## config.mk

```make
export PLATFORM = sky130hd
export DESIGN_NAME = rkc_key_control
export DESIGN_NICKNAME = d
export VERILOG_FILES = /design/src/core/rkc_pkg.sv /design/src/core/rkc_sync.sv /design/src/core/rkc_key_control.sv
export SDC_FILE = /design/constraint.sdc
export NUM_CORES = 1
export LEC_CHECK = 0
export BUFFER_PORTS_ARGS = -buffer_cell sky130_fd_sc_hd__buf_2
export CORE_AREA = 4 4 112 114
export DETAILED_ROUTE_END_ITERATION = 10
export DIE_AREA = 0 0 116 118
export MAX_ROUTING_LAYER = met4
export PLACE_DENSITY = 0.83
export RECOVER_POWER = 50
export SLEW_MARGIN = 15
export SYNTH_ARGS = -nofsm -noshare
export SYNTH_HDL_FRONTEND = slang
export SYNTH_SLANG_ARGS = --single-unit
```

## constraint.sdc

```tcl
create_clock -name ref_clk -period 1.99 [get_ports ref_clk]
set_clock_uncertainty 0.2 [all_clocks]
set_input_delay 0.2985 -clock ref_clk [delete_from_list [all_inputs] [get_ports ref_clk]]
set_output_delay 0.2985 -clock ref_clk [all_outputs]
set_load 0.1 [all_outputs]
```

## src/core/rkc_pkg.sv

```systemverilog
// ============================================================
// Shared constants and types for the repeater key control
package rkc_pkg;

  // ============================================================
  // Clock and timing
  localparam int unsigned RKC_CLK_HZ          = 25_000_000;
  localparam int unsigned RKC_HANG_STEP_MS    = 250;         // One hang step, 0.25 s
  localparam int unsigned RKC_HANG_MAX_MS     = 3750;        // Longest hang time
  localparam int unsigned RKC_HANG_MAX_STEPS  = RKC_HANG_MAX_MS / RKC_HANG_STEP_MS;
  localparam int unsigned RKC_HANG_STEP_CYCLES = (RKC_CLK_HZ / 1000) * RKC_HANG_STEP_MS;
  localparam int unsigned RKC_BURST_MS        = 100;         // Length of the noise burst
  localparam int unsigned RKC_BURST_CYCLES    = (RKC_CLK_HZ / 1000) * RKC_BURST_MS;
  localparam int unsigned RKC_CNT_W           = 23;          // Wide enough for both counts

  // ============================================================
  // Bus and register map
  localparam int unsigned RKC_ADDR_W   = 4;
  localparam int unsigned RKC_DATA_W   = 32;
  localparam logic [3:0]  RKC_OFF_CTRL   = 4'h0;   // Hang steps, read/write
  localparam logic [3:0]  RKC_OFF_MODE   = 4'h4;   // Per-channel modulation, read/write
  localparam logic [3:0]  RKC_OFF_STATUS = 4'h8;   // Live state, read only

  // CTRL fields
  localparam int unsigned RKC_CTRL_HANG_LSB = 0;
  localparam int unsigned RKC_HANG_W        = 4;
  localparam logic [3:0]  RKC_CTRL_RST      = 4'h0;

  // MODE: bit i is bank A channel i, bit 16+i is bank B channel i; 1 means digital
  localparam logic [31:0] RKC_MODE_RST = 32'hffff0000;

  // STATUS fields
  localparam int unsigned RKC_ST_KEY     = 0;
  localparam int unsigned RKC_ST_BANKB   = 1;
  localparam int unsigned RKC_ST_DIGITAL = 2;
  localparam int unsigned RKC_ST_BURST   = 3;
  localparam int unsigned RKC_ST_CHAN_LSB = 4;
  localparam int unsigned RKC_ST_STATE_LSB = 8;
  localparam int unsigned RKC_ST_CAR_A   = 10;
  localparam int unsigned RKC_ST_CAR_B   = 11;
  localparam int unsigned RKC_ST_JUMPER  = 12;

  // ============================================================
  // Synchroniser reset value: carriers idle high, jumper open, channel 0
  localparam logic [6:0] RKC_SYNC_RST = 7'h03;

  // ============================================================
  // Types
  typedef enum logic [1:0] {
    RKC_IDLE  = 2'b00,
    RKC_KEYED = 2'b01,
    RKC_HANG  = 2'b11,
    RKC_BURST = 2'b10
  } rkc_state_t;

  typedef struct packed {
    logic       key;          // Transmitter keyed
    logic       bankB;        // 0 bank A, 1 bank B
    logic       digitalMod;   // Modulation of the chosen channel
    logic [3:0] channel;      // Index within the bank
  } rkc_tx_ctl_t;

endpackage

```

## src/core/rkc_sync.sv

```systemverilog
`timescale 1ns/1ps
// ============================================================
// Two-stage synchroniser for asynchronous pin inputs
module rkc_sync
  import rkc_pkg::*;
#(
  parameter int unsigned   W       = 7,
  parameter logic [W-1:0]  RST_VAL = '0
) (
  input  wire logic         ref_clk,
  input  wire logic         rst,
  input  wire logic [W-1:0] asyncIn,
  output logic      [W-1:0] syncOut
);

  logic [W-1:0] stage1;

  // First stage feeds only the second
  always_ff @(posedge ref_clk) begin
    if (rst) begin
      stage1  <= RST_VAL;
      syncOut <= RST_VAL;
    end else begin
      stage1  <= asyncIn;
      syncOut <= stage1;
    end
  end

endmodule

```

## src/core/rkc_key_control.sv

```systemverilog
`timescale 1ns/1ps
// Behaviour
// - Four select inputs pick channel; grounded is first
// - Modulation follows the chosen channel's mode
// - Hang timer holds key, 0 to 3.75 s
// - Lamps show keyed bank, not modulation
// - Noise burst at end, jumper suppresses it
module rkc_key_control
  import rkc_pkg::*;
#(
  parameter logic [RKC_CNT_W-1:0] HANG_TICK_CYCLES = RKC_CNT_W'(RKC_HANG_STEP_CYCLES),
  parameter logic [RKC_CNT_W-1:0] BURST_CYCLES     = RKC_CNT_W'(RKC_BURST_CYCLES)
) (
  input  wire logic                  ref_clk,
  input  wire logic                  rst,
  input  wire logic                  analog_carrier_detect_n,
  input  wire logic                  digital_carrier_detect_n,
  input  wire logic [3:0]            channel_index_in,
  input  wire logic                  burstDisableJumper,
  input  wire logic [RKC_ADDR_W-1:0] regAddr,
  input  wire logic [RKC_DATA_W-1:0] regWrData,
  input  wire logic                  regWr,
  input  wire logic                  regRd,
  output rkc_tx_ctl_t                txCtl,
  output logic                       lampBankA,
  output logic                       lampBankB,
  output logic                       noiseBurst,
  output logic [RKC_DATA_W-1:0]      regRdData
);

  // ============================================================
  // Pin synchronisation
  logic [6:0]            syncBits;
  logic                  carA;
  logic                  carB;
  logic                  carAny;
  logic                  jumperSet;
  logic [3:0]            chanSync;

  // Carriers, jumper and channel lines all come from pins
  rkc_sync #(
    .W       (7),
    .RST_VAL (RKC_SYNC_RST)
  ) u_sync (
    .ref_clk (ref_clk),
    .rst     (rst),
    .asyncIn ({channel_index_in, burstDisableJumper,
               digital_carrier_detect_n, analog_carrier_detect_n}),
    .syncOut (syncBits)
  );

  // Active-low carriers turned to active-high
  assign carA      = ~syncBits[0];
  assign carB      = ~syncBits[1];
  assign carAny    = carA | carB;
  assign jumperSet = syncBits[2];
  assign chanSync  = syncBits[6:3];

  // ============================================================
  // Registers
  logic [RKC_HANG_W-1:0] hangSteps;
  logic [31:0]           modeBits;

  // Software writes of hang time and channel modes
  always_ff @(posedge ref_clk) begin
    if (rst) begin
      hangSteps <= RKC_CTRL_RST;
      modeBits  <= RKC_MODE_RST;
    end else if (regWr) begin
      if (regAddr == RKC_OFF_CTRL) begin
        hangSteps <= regWrData[RKC_CTRL_HANG_LSB +: RKC_HANG_W];
      end
      if (regAddr == RKC_OFF_MODE) begin
        modeBits <= regWrData;
      end
    end
  end

  // ============================================================
  // Key state machine
  rkc_state_t            state;
  rkc_state_t            next_state;
  logic                  bankB;
  logic [3:0]            chanReg;
  logic [RKC_CNT_W-1:0]  tickCnt;
  logic                  tick;
  logic [RKC_HANG_W:0]   hangCnt;
  logic                  hangDone;
  logic [RKC_CNT_W-1:0]  burstCnt;
  logic                  burstDone;
  logic                  modeSel;

  assign tick      = (tickCnt == HANG_TICK_CYCLES - RKC_CNT_W'(1));
  assign hangDone  = tick && ((hangCnt + 5'h01) >= {1'b0, hangSteps});
  assign burstDone = (burstCnt == BURST_CYCLES - RKC_CNT_W'(1));
  assign modeSel   = modeBits[{bankB, chanReg}];

  // Next state from carriers, hang timer and burst timer
  always_comb begin
    next_state = state;
    unique case (state)
      RKC_IDLE: begin
        if (carAny) begin
          next_state = RKC_KEYED;
        end
      end
      RKC_KEYED: begin
        if (!carAny) begin
          if (hangSteps != '0) begin
            next_state = RKC_HANG;
          end else if (!jumperSet) begin
            next_state = RKC_BURST;
          end else begin
            next_state = RKC_IDLE;
          end
        end
      end
      RKC_HANG: begin
        if (carAny) begin
          next_state = RKC_KEYED;
        end else if (hangDone) begin
          next_state = jumperSet ? RKC_IDLE : RKC_BURST;
        end
      end
      RKC_BURST: begin
        if (carAny) begin
          next_state = RKC_KEYED;
        end else if (burstDone) begin
          next_state = RKC_IDLE;
        end
      end
    endcase
  end

  // State register
  always_ff @(posedge ref_clk) begin
    if (rst) begin
      state <= RKC_IDLE;
    end else begin
      state <= next_state;
    end
  end

  // Bank follows the active carrier; analog wins if both
  always_ff @(posedge ref_clk) begin
    if (rst) begin
      bankB <= 1'b0;
    end else if (carA) begin
      bankB <= 1'b0;
    end else if (carB) begin
      bankB <= 1'b1;
    end
  end

  // Channel index tracks the select lines
  always_ff @(posedge ref_clk) begin
    if (rst) begin
      chanReg <= 4'h0;
    end else begin
      chanReg <= chanSync;
    end
  end

  // Quarter-second divider and step counter, only while hanging
  always_ff @(posedge ref_clk) begin
    if (rst || state != RKC_HANG) begin
      tickCnt <= '0;
      hangCnt <= '0;
    end else if (tick) begin
      tickCnt <= '0;
      hangCnt <= hangCnt + 5'h01;
    end else begin
      tickCnt <= tickCnt + RKC_CNT_W'(1);
    end
  end

  // Burst length counter
  always_ff @(posedge ref_clk) begin
    if (rst || state != RKC_BURST) begin
      burstCnt <= '0;
    end else begin
      burstCnt <= burstCnt + RKC_CNT_W'(1);
    end
  end

  // ============================================================
  // Registered outputs
  always_ff @(posedge ref_clk) begin
    if (rst) begin
      txCtl      <= '0;
      lampBankA  <= 1'b0;
      lampBankB  <= 1'b0;
      noiseBurst <= 1'b0;
    end else begin
      txCtl.key        <= (state != RKC_IDLE);
      txCtl.bankB      <= bankB;
      txCtl.digitalMod <= modeSel;
      txCtl.channel    <= chanReg;
      lampBankA        <= (state != RKC_IDLE) && !bankB;
      lampBankB        <= (state != RKC_IDLE) && bankB;
      noiseBurst       <= (state == RKC_BURST);
    end
  end

  // Read data valid only in the cycle after the strobe
  always_ff @(posedge ref_clk) begin
    if (rst || !regRd) begin
      regRdData <= '0;
    end else begin
      regRdData <= '0;
      unique case (regAddr)
        RKC_OFF_CTRL:   regRdData[RKC_CTRL_HANG_LSB +: RKC_HANG_W] <= hangSteps;
        RKC_OFF_MODE:   regRdData <= modeBits;
        RKC_OFF_STATUS: begin
          regRdData[RKC_ST_KEY]                <= txCtl.key;
          regRdData[RKC_ST_BANKB]              <= txCtl.bankB;
          regRdData[RKC_ST_DIGITAL]            <= txCtl.digitalMod;
          regRdData[RKC_ST_BURST]              <= noiseBurst;
          regRdData[RKC_ST_CHAN_LSB +: 4]      <= txCtl.channel;
          regRdData[RKC_ST_STATE_LSB +: 2]     <= state;
          regRdData[RKC_ST_CAR_A]              <= carA;
          regRdData[RKC_ST_CAR_B]              <= carB;
          regRdData[RKC_ST_JUMPER]             <= jumperSet;
        end
        default: regRdData <= '0;
      endcase
    end
  end
endmodule

```

---- After elaboration in Yosys (flattened, before gate mapping) ----
Cells that the tools add are included.
word-level totals
  word-level logic and storage cells ...... 72
  flip-flop bits (word level) ............. 150
cells by class
  $lt $le $gt $ge ......................... 2
  bitwise operators ....................... 4
  add/sub/neg operators ................... 3
  reduce and logical (&&, ||, !) cells .... 18
  mux-type cells .......................... 13
  eq/ne operators ......................... 13
operator list
  operator                                                number
  adder 23 x 1 -> 23 bit (second input constant)          2
  equality test 23 x 22 -> 1 bit (second input constant)  1
  equality test 23 bit (second input constant)            1
  one-hot mux 9 bit (2 select lines)                      1
  two-way mux 2 bit                                       8
  one-hot mux 4 bit (3 select lines)                      1
  != test 2 bit (second input constant)                   4
  one-hot mux 2 bit (4 select lines)                      1
  < comparator 5 x 6 -> 1 bit (second input constant)     1
  != test 3 bit (second input constant)                   2
  OR reduction 2 bit                                      3
  adder 5 x 1 -> 5 bit (second input constant)            1
  binary-select mux 1 bit (select 5 bit)                  1
  greater-or-equal comparator 5 x 4 -> 1 bit              1
  equality test 2 bit (second input constant)             2
  equality test 4 x 3 -> 1 bit (second input constant)    1
  equality test 4 bit (second input constant)             1
  logical NOT 4 bit                                       1
  AND reduction 2 bit                                     2
  AND reduction 4 bit                                     1
  nonzero test 4 bit                                      1
  logical AND 1 bit                                       3
  logical OR 1 bit                                        3
  NOT 1 bit                                               3
  other kinds (6)                                         7

---- Logic depth before layout (Yosys ltp) ----
Gate-level depths: netlist of run 1.
  depth after elaboration ................. 6
  mapped depth ............................ 8
  mapped depth without buffers ............ 7

---- Modules after synthesis ----
A second synthesis of run 1 with hierarchy kept.
second synthesis, totals
  cell total of the unflattened synthesis .. 610
  area, all modules ....................... 5813.1 µm²
by module, submodules not included
  module           seq. area each (µm²)  area each (µm²)  cells an instance  times used
  rkc_key_control  2722.6                5429.0           581                1
  rkc_sync         280.3                 384.1            29                 1

---- Least setup slack after synthesis of run 1 ----
No wires, ideal clock.
  kind .................................... register -> register
  start point ............................. reg chanReg[0]
  end point ............................... reg txCtl[4] (netlist bit)
  slack ................................... 89 ps
  clock period less this slack ............ 1901 ps
  stages on the path, launching flop included .. 5
  required time ........................... 1676 ps
  buffers on the path ..................... 1
  arrival time ............................ 1587 ps
  cell sequence ........................... dfxtp_1 > buf_6 > mux4_1 > mux4_2 > a21o_1
between the ends
  cells in the longest elaborated chain, start to end .. 2
ends and longest elaborated chain
  element                                  RTL line                source
  start, declared                          rkc_key_control.sv:84   logic [3:0] chanReg;
  start signal, assigned                   rkc_key_control.sv:160  chanReg <= chanSync;
  binary-select mux 1 bit (select 5 bit)   rkc_key_control.sv:96   assign modeSel = modeBits[{bankB, chanReg}];
  two-way mux 1 bit (implied by the code)  rkc_key_control.sv:96
  end, declared                            rkc_key_control.sv:24   output rkc_tx_ctl_t txCtl,
No other way between the ends. The select of a mux whose other input is x is not followed.
A chain may end at the register's enable or synchronous reset.

---- Worst setup path in the final report of run 1 ----
  start point ............................. reg hangCnt[2]
  end point ............................... reg state[1]
between the ends
  cells in the longest elaborated chain, start to end .. 5
ends and longest elaborated chain
  element                                     RTL line                source
  start, declared                             rkc_key_control.sv:87   logic [RKC_HANG_W:0] hangCnt;
  start signal, assigned                      rkc_key_control.sv:171  hangCnt <= hangCnt + 5'h01;
  adder 5 x 1 -> 5 bit                        rkc_key_control.sv:94   assign hangDone = tick && ((hangCnt + 5'h01) >= {1'b0, hangSteps});
  greater-or-equal comparator 5 x 4 -> 1 bit  rkc_key_control.sv:94
  logical AND 1 bit                           rkc_key_control.sv:94
  != test 3 bit (no source line)              -
  AND reduction 4 bit (no source line)        -
  end signal, assigned                        rkc_key_control.sv:140  state <= next_state;
  end, declared                               rkc_key_control.sv:81   rkc_state_t state;
No other way between the ends.

==> results.ini, run 1 <==
[run]
drv_cap=0

[yosys]
ys_seq_area_share_pct=51.7
ys_async_sr_fraction_pct=0
ys_ff_latch=150
yosys.cell_types.count=51
synth_edf_count=0
syn_nets=662
yosys_warnings=0
syn_inst=608
synth_area_mm2=0.00581
ys.flop_type=dfxtp_1
synthTopCellsByArea=dfxtp_1 52%, nand2_1 5.3%, nor2_1 5.1%
synth_area_leader_cell=dfxtp_1
avgSynthCellArea_um2=9.55
yosysTopAreaCellShare_pct=51.7
yosys-top-cells-count=150 x dfxtp_1, 82 x nand2_1, 79 x nor2_1
yosysMostFrequentCell=dfxtp_1

[hold_path]
worstHoldStart=regAddr[2]
holdPathEnd=regRdData[1]
hold_path_class=input port to register
hold_depth=4

[route]
via_per_inst=5.30
drt_first_pass_iters=5
vias=4790
drt_iter0_markers=340
antenna_left=0
post_drt_wl_per_cell_um=15.4
drc=0
routed_wl_um=13900

[setup_path]
cp-end-kind=register
path_max_fanout=4
crit_path_top_delay_cell=dfxtp_1
cp_cell_sequence=nand3_1, xnor2_1, ha_1, o21ai_0, o211ai_1, nand3_1, o2bb2ai_1
worstPathArrival_ns=2.03
r2r_slack_ns=0.05
startpoint_type=register
rr_endpoint=state[1]
cpPeakStageDelay_ns=0.40
worstRegToRegCells=7
crit_family=compound AO/OA/AOI/OAI gates
r2r-start=hangCnt[2]
crit_top_cell=nand3_1
startpoint=hangCnt[2]
crit_type=register to register
required_ns=2.08
critPathBufInv=0

[die]
rows=39
ios=89
coreArea_mm2=0.0114
start_util_pct=50.8
die_h_um=118
die_x_um=116
die_area_mm2=0.0137

[layout]
num-fill-cells=826
multi_input_area_mm2=0.00267
area_growth_pct=29.0
drive_above_1_share_pct=20.8
n_antenna_cell=0
ff_latch_area_mm2=0.00301
nNetsFinal=801

[global_route]
grt_pass1_vias=4772
antenna_found_initial=0
grt-ovfl-total=0
grt_usage_pct=20.9
grt_max_degree=46
grt_pass1_wl_um=22200

[timing]
hold_viol=0
finalCritPeriodShare_pct=97.3
whs_ns=0.148
finalCriticalPeriod_ns=1.94
fmax_mhz=516
final-setup-viol-count=0
max_slew_margin_pct=49.9
worstMarginPinSlew_ns=0.751
slew_violations=0
fin_setup_tns_ns=0

[clock_network]
cts.sinks=150
ctsHtreeMaxLevel=4
clockBufferDepth=2
cts_buffers=17
cts.clk_slew.worst_paths_ns=0.06
cts-root-buf=clkbuf_16
tritoncts=yes
clk_latency_ns=0.42

[placed_design]
dp_hpwl_um=9360
finalWeightedCongestion=0.813
portBuffers=88

[power]
p_per_area_mw_per_mm2=878
p_leak_nw=3.00
ir_drop_mv=0.573

[outcome]
outcome=finished clean

[report_power, final]
part / switching, W / total [W] / internal [W]
Combinational: 0.000181 / 0.000327 / 0.000146
Clock: 0.00122 / 0.00317 / 0.00195
Sequential: 0.0000296 / 0.00307 / 0.00304
[state kept, by name, summed over array words and instances, names as in the netlist, 2 cells and up]
| signal | cells |
|---|---|
| state | 2 |
| burstCnt | 23 |
| tickCnt | 23 |
| u_sync.stage1 | 7 |
| hangCnt | 5 |
| txCtl | 7 |
| chanReg | 4 |
| modeBits | 32 |
| u_sync.syncOut | 7 |
| hangSteps | 4 |
| regRdData | 32 |
[tightest hold or removal path: stages]
cell and delay [ns]:
buf_2 0.16, nor2_1 0.07, a21oi_1 0.12, nor2_1 0.06
[worst max-delay path by stage]
stage,endpoint,slack (ns),cells after the start
final,state[1],0.05,7
after global routing,state[1],-0.02,7
after CTS,state[0],0.03,7
after detailed placement,txCtl[4],-0.01,3
after global placement,txCtl[4],0.05,3
after floorplan,txCtl[4],0.09,4
[layout make-up]
type	count	area share [%]
Timing Repair Buffer	147	13.4
Sequential cell	150	40.2
Inverter	10	0.501
Multi-Input combinational cell	421	35.6
Clock buffer	22	6.33
Clock inverter	10	1.59
Tap cell	143	2.39
[stage by stage]
| stage | power, W | area [µm²] | utilization [%] | instances | worst slack, ns |
|---|---|---|---|---|---|
| floorplan | 0.00330 | 5810 | - | 608 | 0.0889 |
| global placement | 0.00339 | 6460 | 56.5 | 830 | 0.0482 |
| detailed placement | 0.00340 | 6460 | 56.5 | 830 | -0.0131 |
| CTS | 0.00660 | 7450 | 65.3 | 902 | 0.0338 |
| global route | 0.00676 | 7490 | 65.6 | 903 | -0.0191 |
| finish | 0.00657 | 7490 | 65.6 | 903 | 0.0531 |
[layout by cell type, fill, tap and decap left out, types with 3 or more instances in the layout]
cell type / count
clkbuf_2: 29
and4_1: 6
or2_2: 4
mux2i_1: 11
mux4_1: 4
o21ai_1: 3
clkbuf_1: 3
nor2_1: 79
nand3_1: 25
a31oi_1: 3
nor2b_1: 21
buf_2: 59
inv_6: 3
dlygate4sd3_1: 40
nand2_1: 82
and2_1: 22
ha_1: 5
nand3b_1: 18
buf_4: 16
nor4_1: 5
xnor2_1: 17
clkbuf_16: 17
inv_1: 8
and3_1: 8
a22o_1: 6
xor2_1: 32
clkinvlp_4: 3
dfxtp_1: 147
a21oi_1: 20
nand4_1: 14
mux4_2: 4
clkbuf_8: 3
[kinds of logic after synthesis]
family | share of synthesized area, %
buffers and inverters | 2.87
AOI/OAI and AO/OA | 4.48
adders and majority gates | 1.51
muxes | 5.26
xor gates and xnor gates | 7.39
and+or+nand+nor | 26.8
DFF | 51.7
[routing by layer]
| metal | wire length [µm] | share of wire (%) | vias up | global-route usage [%] |
|---|---|---|---|---|
| met3 | 868 | 6.2 | 36 | 5.14 |
| met4 | 445 | 3.2 | 0 | 10.7 |
| met5 | 0 | 0 | - | - |
| met2 | 6880 | 49 | 187 | 34.5 |
| met1 | 5720 | 41 | 2238 | 23.1 |
| li1 | - | - | 2329 | - |
[what timing repair did]
item                                    4_1_cts  5_1_grt
endpoints found under the setup margin        1        2
gates resized for setup                       1        7
endpoints found under the hold margin        44        0
hold buffers                                 40        0
pin swaps                                     0        4
buffers inserted                              0        1
Power figures use the tool's default switching activity.
==> run 2: changes to the inputs <==
SYNTH_HIERARCHICAL = 1   (was unset)
==> results.ini, run 2 <==
[outcome]
outcome=finished with violations
failed_checks=setup timing

[route]
vias=5190
drt_first_pass_iters=5
via_per_inst=5.61
drc=0
drt_iter0_markers=675
post_drt_wl_per_cell_um=17.8
antenna_left=0
routed_wl_um=16500

[timing]
finalCritPeriodShare_pct=108
fin_ws_ns=-0.156
fmax_mhz=466
whs_ns=0.163
max_slew_margin_pct=11.7
final-setup-viol-count=2
rsz0062_at_grt=true
hold_viol=0
slew_violations=0
fin_setup_tns_ns=-0.311
finalCriticalPeriod_ns=2.15
worstMarginPinSlew_ns=1.32

[layout]
nNetsFinal=823
top_regs=modeBits x32, regRdData x32
n_antenna_cell=0
mostFrequentLayoutCells=142 x dfxtp_1, 86 x buf_2, 85 x nand2_1
final_core_util_pct=67.6
finish.instance_area_mm2=0.00772
layout.cells.non_filler=925
area_growth_pct=32.8
drive_above_1_share_pct=25.1
mostFrequentLayoutCell=dfxtp_1

[yosys]
ys.flop_type=dfxtp_1
synthTopCellsByArea=dfxtp_1 52%, nand2_1 5.6%, nor2_1 4.8%
synth_area_mm2=0.00581
yosysMostFrequentCell=dfxtp_1
syn_nets=664
syn_inst=610
synth_edf_count=0
ys_ff_latch=150
avgSynthCellArea_um2=9.53
yosysTopAreaCellShare_pct=51.7
synth_area_leader_cell=dfxtp_1
yosys_warnings=6
yosys.cell_types.count=44
ys_async_sr_fraction_pct=0
yosys-top-cells-count=150 x dfxtp_1, 86 x nand2_1, 74 x nor2_1
ys_seq_area_share_pct=51.7

[setup_path]
r2r_slack_ns=-0.16
worstPathArrival_ns=2.31
cp-end-kind=register
required_ns=2.15
worstRegToRegCells=8
r2r-start=hangCnt[0]
rr_endpoint=state[1]
path_max_fanout=3
startpoint_type=register
crit_type=register to register

[placed_design]
post_dp_cell_area_mm2=0.00665
finalWeightedCongestion=0.885
dp_hpwl_um=9460
portBuffers=88
dp.cells=851

[power]
p_per_area_mw_per_mm2=833
ir_drop_mv=0.670
p_leak_nw=3.09

[clock_network]
cts_buffers=17
cts-root-buf=clkbuf_16
clockBufferDepth=2
ctsHtreeMaxLevel=4
tritoncts=yes
cts.sinks=150
clk_latency_ns=0.43
cts.clk_slew.worst_paths_ns=0.07

[global_route]
grt_pass1_wl_um=25400
grt_pass1_vias=5302
grt_usage_pct=23.8
grt_use_met2_pct=40.0
grt_use_met3_pct=5.96
grt_max_degree=39
grt-busiest-layer=met2
grt-ovfl-total=0
antenna_found_initial=0
met1_usage_pct=25.2

[hold_path]
hold_depth=4
hold_path_class=input port to register
holdPathEnd=regRdData[3]
worstHoldStart=regAddr[2]

[die]
rows=39
die_h_um=118
ios=89
coreArea_mm2=0.0114
die_x_um=116
die_area_mm2=0.0137
start_util_pct=50.9

[run]
drv_cap=0

-- run 2: changes by cell type in the layout (fill, tap and decap cells not counted), moves of 5 or more --
cell and change:
nand3_1 -10, nor3_1 +6, and2_1 -9, mux4_2 +5, buf_4 +13, xnor2_1 +5
nor2_1 -5, buf_2 +27, inv_6 +5, and2_0 +8, clkbuf_2 -26, xor2_1 -9
dfxtp_1 -5
-- run 2: power by group --
group          switching, W  internal, W
sequential        0.0000269      0.00304
clock               0.00140      0.00165
combinational      0.000177     0.000147
total               0.00160      0.00483
-- run 2: how the worst max path moves through the flow --
stage,from,to,depth (start not counted)
2_1_floorplan,hangCnt[0],state[0],7
3_3_place_gp,hangCnt[0],state[0],7
3_5_place_dp,hangCnt[0],state[0],6
4_1_cts,hangCnt[0],state[0],6
5_1_grt,hangCnt[0],state[1],8
6_report,hangCnt[0],state[1],8
-- run 2: logic make-up after synthesis --
group | after synthesis | share of synthesized area (%)
and+or+nand+nor | 304 | 26.8
DFF | 150 | 51.7
buffers and inverters | 37 | 2.88
xor gates and xnor gates | 46 | 6.93
adders and majority gates | 7 | 1.51
muxes | 22 | 5.73
AOI/OAI and AO/OA | 44 | 4.50
-- run 2: what timing repair did --
action | CTS | global route
hold endpoints to repair | 43 | 0
pin swaps | 6 | 10
buffers inserted | 1 | 3
hold buffers | 39 | 0
gates resized for setup | 9 | 22
endpoints found under the setup margin | 2 | 28
-- run 2: area by class of cell --
type	instances	area, µm²
Fill cell	721	3700
Sequential cell	150	3020
Multi-Input combinational cell	423	2770
Timing Repair Buffer	167	1160
Clock buffer	17	425
Tap cell	143	179
Clock inverter	15	134
Inverter	10	37.5
-- run 2: metrics by stage --
| stage | power, W | setup slack, ns |
|---|---|---|
| after global placement | 0.00337 | -0.0129 |
| after detailed placement | 0.00338 | -0.215 |
| final | 0.00643 | -0.156 |
| after CTS | 0.00642 | -0.0555 |
| after global routing | 0.00660 | -0.199 |
| after floorplan | 0.00328 | 0.0206 |
-- run 2: layer usage --
layer  up-vias  part of all wire (%)  wire [µm]
met5         -                     0          0
met1      2454                    37       6060
met3        86                   7.0       1150
met2       276                    51       8460
met4         0                   5.0        831
li1       2374                     -          -
-- run 2: worst max-delay path, cell delays in order (launching register included) --
cell and delay [ns]:
dfxtp_4 0.37, ha_4 0.17, xor2_1 0.14, ha_1 0.29, o21a_1 0.23, a211oi_2 0.29
buf_4 0.18, o31ai_4 0.06, a21oi_1 0.15
